### src/design/tccs_pkg.sv
// package of constants for the timer clock source selection block
// Operation
// RL1: ext line 0 selector: code 0 pin0, 1 none, 2 chan1 wave A, 3 chan2 wave A.
// RL2: ext line 1 selector: code 0 pin1, 1 none, 2 chan0 wave A, 3 chan2 wave A.
// RL3: ext line 2 selector: code 0 pin2, 1 none, 2 chan0 wave A, 3 chan1 wave A.
// RL4: build parameters bit 9 reads one when bridge converts peripheral bus to high-speed bus.
// RL5: build parameters bit 8 reads one when up/down counting is built in.
// RL6: build parameters low field returns counter width in bits, read-only.
// RL7: revision register returns 12-bit version in low bits; reading has no side effect.
// RL8: variant field is reserved and steers nothing.
// RL9: each channel picks its own counting clock independently of the others.
// RL10: internal choice 1 is the 32 kHz oscillator clock.
// RL11: internal choices 2 to 5 are bus clock divided by 2, 8, 32, 128.
// RL12: each instance takes bus clock and divided clocks from its own bus domain.
// RL13: each instance has three external clock inputs, numbered 0 to 2.
// RL14: ext line selectors are 2-bit fields at 1:0, 3:2, 5:4 of mode register, reset zero.
// RL15: writes to build parameters and revision registers are ignored.
package tccs_pkg;
    localparam logic [7:0]  ADDR_BLOCK_MODE  = 8'hc4;
    localparam logic [7:0]  ADDR_CHAN_CLKSEL = 8'hc8;
    localparam logic [7:0]  ADDR_BUILD_PARAM = 8'hf8;
    localparam logic [7:0]  ADDR_MODULE_REV  = 8'hfc;
    localparam int          SEL0_LSB         = 0;
    localparam int          SEL1_LSB         = 2;
    localparam int          SEL2_LSB         = 4;
    localparam int          CHSEL_W          = 3;
    localparam int          BRIDGE_BIT       = 9;
    localparam int          UPDN_BIT         = 8;
    localparam int          REV_W            = 12;
    localparam int          VARIANT_LSB      = 16;
    localparam logic [1:0]  XSEL_PIN         = 2'h0;
    localparam logic [1:0]  XSEL_NONE        = 2'h1;
    localparam logic [1:0]  XSEL_WAVE_LO     = 2'h2;
    localparam logic [1:0]  XSEL_WAVE_HI     = 2'h3;
    localparam logic [2:0]  CLKSEL_RESET     = 3'h0;
    localparam logic [5:0]  MODE_RESET       = 6'h00;
    localparam logic [6:0]  DIV_MAX          = 7'h7f;
    // divided-clock tap bits: /2, /8, /32, /128 rise every 2^(n) cycles
    localparam logic [6:0]  DIV2_MASK        = 7'h01;
    localparam logic [6:0]  DIV8_MASK        = 7'h07;
    localparam logic [6:0]  DIV32_MASK       = 7'h1f;
    localparam logic [6:0]  DIV128_MASK      = 7'h7f;
    typedef enum logic [2:0] {
        CK_SLOW, CK_DIV2, CK_DIV8, CK_DIV32, CK_DIV128, CK_XC0, CK_XC1, CK_XC2
    } tccs_clk_e;
endpackage

### src/design/tccs_sel_if.sv
// interface carrying external line selectors and sources to the router
`timescale 1ns/10ps
interface tccs_sel_if;
    logic [1:0] sel [3];
    logic [2:0] pin;
    logic [2:0] wave;
    logic [2:0] line;
    modport ctrl  (output sel, output pin, output wave, input line);
    modport route (input sel, input pin, input wave, output line);
endinterface

### src/design/tccs_top.sv
// timer clock source selection: apb registers, prescaler, per-channel clock enables
//
// The implementer's own choice: the APB register port.
`timescale 1ns/10ps
module tccs_top #(
    parameter logic       BRIDGE_IS_PB_HSB = 1'b0,    // build option
    parameter logic       UPDOWN_PRESENT   = 1'b1,    // build option
    parameter logic [7:0] COUNTER_WIDTH    = 8'h10,   // counter bits
    parameter logic [11:0] REVISION        = 12'h123, // arbitrary value
    parameter logic [3:0] VARIANT          = 4'h0     // arbitrary value
) (
    input  wire logic        clock,        // bus clock of this instance
    input  wire logic        reset,        // async, active high
    input  wire logic        psel,         // apb select
    input  wire logic        penable,      // apb access phase
    input  wire logic        pwrite,       // apb direction
    input  wire logic [7:0]  paddr,        // apb byte address
    input  wire logic [31:0] pwdata,       // apb write data
    output logic      [31:0] prdata,       // apb read data
    output logic             pready,       // apb ready
    output logic             pslverr,      // apb error
    input  wire logic        slow_osc_clk, // 32 kHz oscillator, async
    input  wire logic [2:0]  ext_pin,      // dedicated external clock pins, async
    input  wire logic [2:0]  wave_out_a,   // channel waveform outputs A, same clock
    output logic      [2:0]  chan_clk_en,  // per-channel count enable pulse
    output logic      [2:0]  ext_line      // routed external clock lines
);
    typedef struct packed {
        logic [31:0] prdata;
        logic        pready;
        logic        pslverr;
        logic [5:0]  mode;
        logic [8:0]  chsel;
        logic [6:0]  div;
        logic [2:0]  pin_m;
        logic [2:0]  pin_s;
        logic        osc_m;
        logic        osc_s;
        logic        osc_d;
        logic [2:0]  line_d;
        logic [2:0]  en;
        logic [2:0]  xl;
    } tccs_st_s;

    tccs_st_s st_r;
    tccs_st_s st_nxt;
    tccs_sel_if sif ();

    assign sif.sel[0] = st_r.mode[tccs_pkg::SEL0_LSB +: 2]; // RL14
    assign sif.sel[1] = st_r.mode[tccs_pkg::SEL1_LSB +: 2]; // RL14
    assign sif.sel[2] = st_r.mode[tccs_pkg::SEL2_LSB +: 2]; // RL14
    assign sif.pin    = st_r.pin_s; // RL13
    assign sif.wave   = wave_out_a;

    tccs_xroute u_route (
        .bus (sif.route)
    );

    function automatic logic [31:0] build_word();
        logic [31:0] w;
        w = 32'h0;
        w[7:0] = COUNTER_WIDTH; // RL6
        w[tccs_pkg::UPDN_BIT] = UPDOWN_PRESENT; // RL5
        w[tccs_pkg::BRIDGE_BIT] = BRIDGE_IS_PB_HSB; // RL4
        return w;
    endfunction

    // variant is shown but wired into nothing else
    function automatic logic [31:0] rev_word();
        logic [31:0] w;
        w = 32'h0;
        w[tccs_pkg::REV_W-1:0] = REVISION; // RL7
        w[tccs_pkg::VARIANT_LSB +: 4] = VARIANT; // RL8
        return w;
    endfunction

    // rising edge detect on a synchronised or routed level
    function automatic logic rise(input logic now, input logic was);
        rise = now & ~was;
    endfunction

    logic [7:0] tick;
    logic       setup;
    logic       wr;
    logic       rd;

    always_comb begin
        st_nxt = st_r;
        setup  = psel & ~penable;
        wr     = setup & pwrite;
        rd     = setup & ~pwrite;
        // two-stage synchronisers for pins and the slow oscillator
        st_nxt.pin_m  = ext_pin;
        st_nxt.pin_s  = st_r.pin_m;
        st_nxt.osc_m  = slow_osc_clk;
        st_nxt.osc_s  = st_r.osc_m;
        st_nxt.osc_d  = st_r.osc_s;
        st_nxt.line_d = sif.line;
        st_nxt.xl     = sif.line;
        // free-running prescaler, one counter serves all four divided rates
        st_nxt.div = st_r.div + 7'h01; // RL11 RL12
        tick[0] = rise(st_r.osc_s, st_r.osc_d); // RL10
        tick[1] = (st_r.div & tccs_pkg::DIV2_MASK) == tccs_pkg::DIV2_MASK; // RL11
        tick[2] = (st_r.div & tccs_pkg::DIV8_MASK) == tccs_pkg::DIV8_MASK; // RL11
        tick[3] = (st_r.div & tccs_pkg::DIV32_MASK) == tccs_pkg::DIV32_MASK; // RL11
        tick[4] = (st_r.div & tccs_pkg::DIV128_MASK) == tccs_pkg::DIV128_MASK; // RL11
        tick[5] = rise(sif.line[0], st_r.line_d[0]);
        tick[6] = rise(sif.line[1], st_r.line_d[1]);
        tick[7] = rise(sif.line[2], st_r.line_d[2]);
        for (int c = 0; c < 3; c++) begin
            st_nxt.en[c] = tick[st_r.chsel[c*tccs_pkg::CHSEL_W +: tccs_pkg::CHSEL_W]]; // RL9
        end
        // apb: answer in the access cycle; decode at setup
        st_nxt.pready  = setup;
        st_nxt.pslverr = 1'b0;
        st_nxt.prdata  = 32'h0;
        if (setup) begin
            case (paddr)
                tccs_pkg::ADDR_BLOCK_MODE: begin
                    if (wr) begin
                        st_nxt.mode = pwdata[5:0]; // RL14
                    end
                    st_nxt.prdata[5:0] = st_r.mode;
                end
                tccs_pkg::ADDR_CHAN_CLKSEL: begin
                    if (wr) begin
                        st_nxt.chsel = pwdata[8:0]; // RL9
                    end
                    st_nxt.prdata[8:0] = st_r.chsel;
                end
                tccs_pkg::ADDR_BUILD_PARAM: begin
                    st_nxt.prdata = rd ? build_word() : 32'h0; // RL15
                end
                tccs_pkg::ADDR_MODULE_REV: begin
                    st_nxt.prdata = rd ? rev_word() : 32'h0; // RL7 RL15
                end
                default: begin
                    st_nxt.pslverr = 1'b1;
                end
            endcase
        end
    end

    always_ff @(posedge clock or posedge reset) begin
        if (reset) begin
            st_r <= '0;
            st_r.mode  <= tccs_pkg::MODE_RESET; // RL14
            st_r.chsel <= {3{tccs_pkg::CLKSEL_RESET}};
        end else begin
            st_r <= st_nxt;
        end
    end

    assign prdata      = st_r.prdata;
    assign pready      = st_r.pready;
    assign pslverr     = st_r.pslverr;
    assign chan_clk_en = st_r.en;
    assign ext_line    = st_r.xl;

    property p_mode_write;
        @(posedge clock) disable iff (reset)
        (psel && !penable && pwrite && paddr == tccs_pkg::ADDR_BLOCK_MODE)
            |=> st_r.mode == $past(pwdata[5:0]);
    endproperty
    a_mode_write: assert property (p_mode_write) else $error("mode write lost"); // RL14

    property p_ro_write;
        @(posedge clock) disable iff (reset)
        (psel && !penable && pwrite && (paddr == tccs_pkg::ADDR_BUILD_PARAM
            || paddr == tccs_pkg::ADDR_MODULE_REV)) |=> $stable(st_r.mode) && $stable(st_r.chsel);
    endproperty
    a_ro_write: assert property (p_ro_write) else $error("read-only write changed state"); // RL15

    property p_rev_read;
        @(posedge clock) disable iff (reset)
        (psel && !penable && !pwrite && paddr == tccs_pkg::ADDR_MODULE_REV)
            |=> pready && prdata[11:0] == REVISION && prdata[31:20] == 12'h000;
    endproperty
    a_rev_read: assert property (p_rev_read) else $error("revision read wrong"); // RL7

    property p_build_read;
        @(posedge clock) disable iff (reset)
        (psel && !penable && !pwrite && paddr == tccs_pkg::ADDR_BUILD_PARAM)
            |=> prdata[7:0] == COUNTER_WIDTH && prdata[9] == BRIDGE_IS_PB_HSB
                && prdata[8] == UPDOWN_PRESENT;
    endproperty
    a_build_read: assert property (p_build_read) else $error("build read wrong"); // RL4 RL5 RL6

    property p_line0;
        @(posedge clock) disable iff (reset)
        (st_r.mode[1:0] == 2'h2) |=> st_r.xl[0] == $past(wave_out_a[1]);
    endproperty
    a_line0: assert property (p_line0) else $error("line 0 route wrong"); // RL1

    property p_line1_none;
        @(posedge clock) disable iff (reset)
        (st_r.mode[3:2] == 2'h1) |=> !st_r.xl[1];
    endproperty
    a_line1_none: assert property (p_line1_none) else $error("line 1 not idle"); // RL2

    property p_line2;
        @(posedge clock) disable iff (reset)
        (st_r.mode[5:4] == 2'h3) |=> st_r.xl[2] == $past(wave_out_a[1]);
    endproperty
    a_line2: assert property (p_line2) else $error("line 2 route wrong"); // RL3

    property p_div2;
        @(posedge clock) disable iff (reset)
        (st_r.chsel[2:0] == 3'h1 && $stable(st_r.chsel)) ##1 chan_clk_en[0]
            |=> !chan_clk_en[0] || st_r.chsel[2:0] != 3'h1;
    endproperty
    a_div2: assert property (p_div2) else $error("div2 enable too dense"); // RL11

    property p_slow;
        @(posedge clock) disable iff (reset)
        (st_r.chsel[5:3] == 3'h0 && $rose(st_r.osc_s)) |=> chan_clk_en[1];
    endproperty
    a_slow: assert property (p_slow) else $error("slow clock enable missed"); // RL10 RL9

    c_mode: cover property (@(posedge clock) disable iff (reset) st_r.mode == 6'h3f);
    c_en0:  cover property (@(posedge clock) disable iff (reset) chan_clk_en[0]);
    c_err:  cover property (@(posedge clock) disable iff (reset) pslverr);
endmodule

### src/design/tccs_xroute.sv
// external clock line router
`timescale 1ns/10ps
module tccs_xroute (
    tccs_sel_if.route bus   // selectors in, routed lines out
);
    // one table covers all three lines: the two waves are the other channels in order
    function automatic logic pick(input logic [1:0] code, input logic p,
                                  input logic lo, input logic hi);
        case (code)
            tccs_pkg::XSEL_PIN:     pick = p;
            tccs_pkg::XSEL_NONE:    pick = 1'b0;
            tccs_pkg::XSEL_WAVE_LO: pick = lo;
            default:                pick = hi;
        endcase
    endfunction
    assign bus.line[0] = pick(bus.sel[0], bus.pin[0], bus.wave[1], bus.wave[2]); // RL1
    assign bus.line[1] = pick(bus.sel[1], bus.pin[1], bus.wave[0], bus.wave[2]); // RL2
    assign bus.line[2] = pick(bus.sel[2], bus.pin[2], bus.wave[0], bus.wave[1]); // RL3
endmodule

### config.mk
export PLATFORM = sky130hd
export DESIGN_NAME = tccs_top
export DESIGN_NICKNAME = d
export VERILOG_FILES = /design/src/design/tccs_pkg.sv /design/src/design/tccs_sel_if.sv /design/src/design/tccs_top.sv /design/src/design/tccs_xroute.sv
export SDC_FILE = /design/constraint.sdc
export NUM_CORES = 1
export LEC_CHECK = 0
export BUFFER_PORTS_ARGS = -buffer_cell sky130_fd_sc_hd__buf_2
export CORE_MARGIN = 2
export CORE_UTILIZATION = 45
export CTS_BUF_LIST = sky130_fd_sc_hd__clkbuf_4
export CTS_CLUSTER_DIAMETER = 40
export DETAILED_ROUTE_END_ITERATION = 8
export PLACE_DENSITY = 0.79
export SETUP_SLACK_MARGIN = 0.4
export SLEW_MARGIN = 20
export SYNTH_ARGS = -nofsm -noshare
export SYNTH_HDL_FRONTEND = slang
export SYNTH_HIERARCHICAL = 1
export SYNTH_SLANG_ARGS = --single-unit
### constraint.sdc
create_clock -name clock -period 2.8 [get_ports clock]
set_clock_uncertainty 0.1 [all_clocks]
set_input_delay 0.42 -clock clock [delete_from_list [all_inputs] [get_ports clock]]
set_output_delay 0.42 -clock clock [all_outputs]
set_load 0.1 [all_outputs]
==> key figures <==
Status
  – Status: finished clean

Synth
  – Sequential area share after synthesis: 0.491
  – Yosys top cell area share: 0.491
  – Post-synth top cells: dfrtp_1, buf_4, mux2_2
  – Synth area leaders: dfrtp_1, buf_4, mux2_2, a22o_1, nand4_4
  – Synth Cell Area: 0.00245 mm²
  – Yosys cell types: 45
  – Synth area leader: dfrtp_1
  – Number of flops mapped to enable cells by yosys: 0
  – Most frequent cell after synthesis: dfrtp_1
  – Ys async rst share: 1.00
  – Mean Syn Cell Area: 11.6 µm²
  – FF+latch count, synth: 48
  – Post-synthesis cell count: 210
  – Synth Flop Type: dfrtp_1
  – Ys Warns: 6

Die
  – Initial Util: 0.473
  – # IOs: 92
  – Die Wd: 77.7 µm
  – Die Height: 77.7 µm
  – DIE AREA: 0.00604 mm²
  – Core ar.: 0.00517 mm²
  – Cell row count: 26

Detailed routing
  – Post-route ant nets: 0
  – Via count: 1521
  – Post-Route WL: 4.12 mm
  – DRT iter0 DRCs: 93
  – Routed wire per std cell: 13.2 µm
  – DR vias/cell: 4.88
  – Detailed-route DRC error count: 0
  – First-pass DRT Iterations: 4

CTS
  – CTS tree: done
  – Hold Buf Count CTS: 0
  – CTS root buf: clkbuf_4
  – Clock Latency Late Sink: 0.36 ns
  – Post-CTS Resized: 0
  – Depth of the CTS H-tree: 2
  – CTS Sinks: 48
  – Post-CTS Setup Bufs: 0
  – Clock buffer count from CTS: 5
  – Maximum clock path buffer count: 2
  – Reg clk slew, reported paths: 0.14 ns

Timing
  – Relative slew slack: 0.477
  – Max-slew violations: 0
  – Fmax: 479 MHz
  – Final worst setup slack: 0.713 ns
  – RSZ-0062 raised after global routing: false
  – Min Clock Period, post-route: 2.09 ns
  – Slew @ Worst Pin: 0.784 ns
  – Final period utilization: 0.745
  – TNS Setup: 0 ns
  – Final Setup Violations: 0
  – Hold Fails Final Rpt: 0

Power and ir drop
  – Tot Pwr: 0.00139 W
  – VDD IR max: 0.000307 V
  – P_leak: 1.28 nW
  – PD cells: 535 mW/mm²

Place
  – Port Buf Inserts: 45
  – Placed Area: 0.00252 mm²
  – DP HPWL: 3.18 mm
  – Post-Place Worst Slack: 0.638 ns
  – Routability cong.: 0.853

Global routing
  – GRT Overall Usage: 0.148
  – Vias in the first global route: 1435
  – Largest net degree at the start of global routing: 49
  – GRT Residual Overflow: 0
  – Global-route wire length before repair: 6.91 mm
  – Initial antenna violation count: 0

Setup path
  – Critical path class: flip-flop to flip-flop
  – CP Capture Type: flip-flop
  – Max incr delay on CP: 0.48 ns
  – CP max FO: 7
  – Delay-heaviest family, CP: flip-flops
  – Crit path buf inv count: 1
  – Most common cell on crit path: ha_1
  – CP Depth: 6
  – R2R depth: 6
  – Crit-path cells: ha_1 > nand3_1 > inv_1 > ha_1 > mux4_2 > a22o_1
  – Startpoint types: flip-flop
  – Worst EP arrival: 2.25 ns
  – Critical Path RT: 2.97 ns
  – Slowest CP cell: dfrtp_1

Min path
  – Hold crit path type: primary input to asynchronous set/reset pin

Job
  – Maximum Capacitance Violations: 0

Final layout
  – Finished Cell Area: 0.00259 mm²
  – Final nets: 296
  – Syn-to-layout area delta: 6.09%
  – Diodes inserted: 0
  – Share of cells above drive strength 1: 0.314
layout make-up:
cell class,count,area (µm²)
Timing Repair Buffer,45,225
Sequential cell,48,1200
Inverter,8,31.3
Tap cell,70,87.6
Clock buffer,5,37.5
Fill cell,496,2580
Multi-Input combinational cell,133,975
Clock inverter,3,37.5
routing by layer:
metal,global-route usage,vias up,share of wire,wire [µm]
met5,0,-,0,0
met4,0.0536,0,0.016,65
met3,0.0430,7,0.068,282
met2,0.234,67,0.46,1890
met1,0.192,712,0.46,1890
li1,-,735,-,-
logic make-up after synthesis:
kind of cell               synth area share
DFF                                   0.491
adders and majority gates            0.0153
xor gates and xnor gates             0.0107
AOI/OAI and AO/OA                    0.0885
other                               0.00153
buffers and inverters                 0.144
muxes                                 0.107
and+or+nand+nor                       0.141
cell usage in the layout, fill, tap and decap left out, drive strengths merged, types with 5 or more instances in the layout:
master	Yosys	final
a22oi	5	5
nor3	5	5
nand2	5	5
nor2	12	12
inv	8	7
buf	41	45
mux2	18	18
a22o	5	5
clkbuf	2	5
nand3	7	7
nor2b	5	5
a21oi	5	5
dfrtp	48	48
conb	1	23
path summary, 6_finish.rpt:
| check | startpoint | end | slack, ns |
|---|---|---|---|
| worst max-delay path | st_r[18] | chan_clk_en[2] | 0.71 |
| worst min-delay path | reset | st_nxt[10] | 0.05 |
| worst max register to register | st_r[18] | chan_clk_en[2] | 0.71 |
| worst min register to register | st_nxt[12] | sif.pin[0] | 0.26 |
| max in group asynchronous | reset | prdata[5] | 2.07 |
| min in group clock | slow_osc_clk | st_nxt[10] | 0.05 |
state kept, by name, summed over array words and instances, names as in the netlist:
signal	flops
st_r	17
sif.pin	3
st_nxt	5
chan_clk_en	3
ext_line	3
prdata	9
pready	1
sif.sel	6
pslverr	1
metrics by stage:
stage	hold WS, ns	util	std cells
2_1_floorplan	0.231	-	232
3_3_place_gp	0.232	0.487	304
3_5_place_dp	0.236	0.487	304
4_1_cts	0.0368	0.501	312
5_1_grt	0.0107	0.502	312
6_report	0.0451	0.502	312
report_power, final:
part | total [W] | switching (W) | internal [W]
clock network | 0.000400 | 0.000217 | 0.000183
registers | 0.000717 | 0.00000828 | 0.000709
logic | 0.000271 | 0.000231 | 0.0000395
total | 0.00139 | 0.000457 | 0.000931
Power figures use the tool's default switching activity.
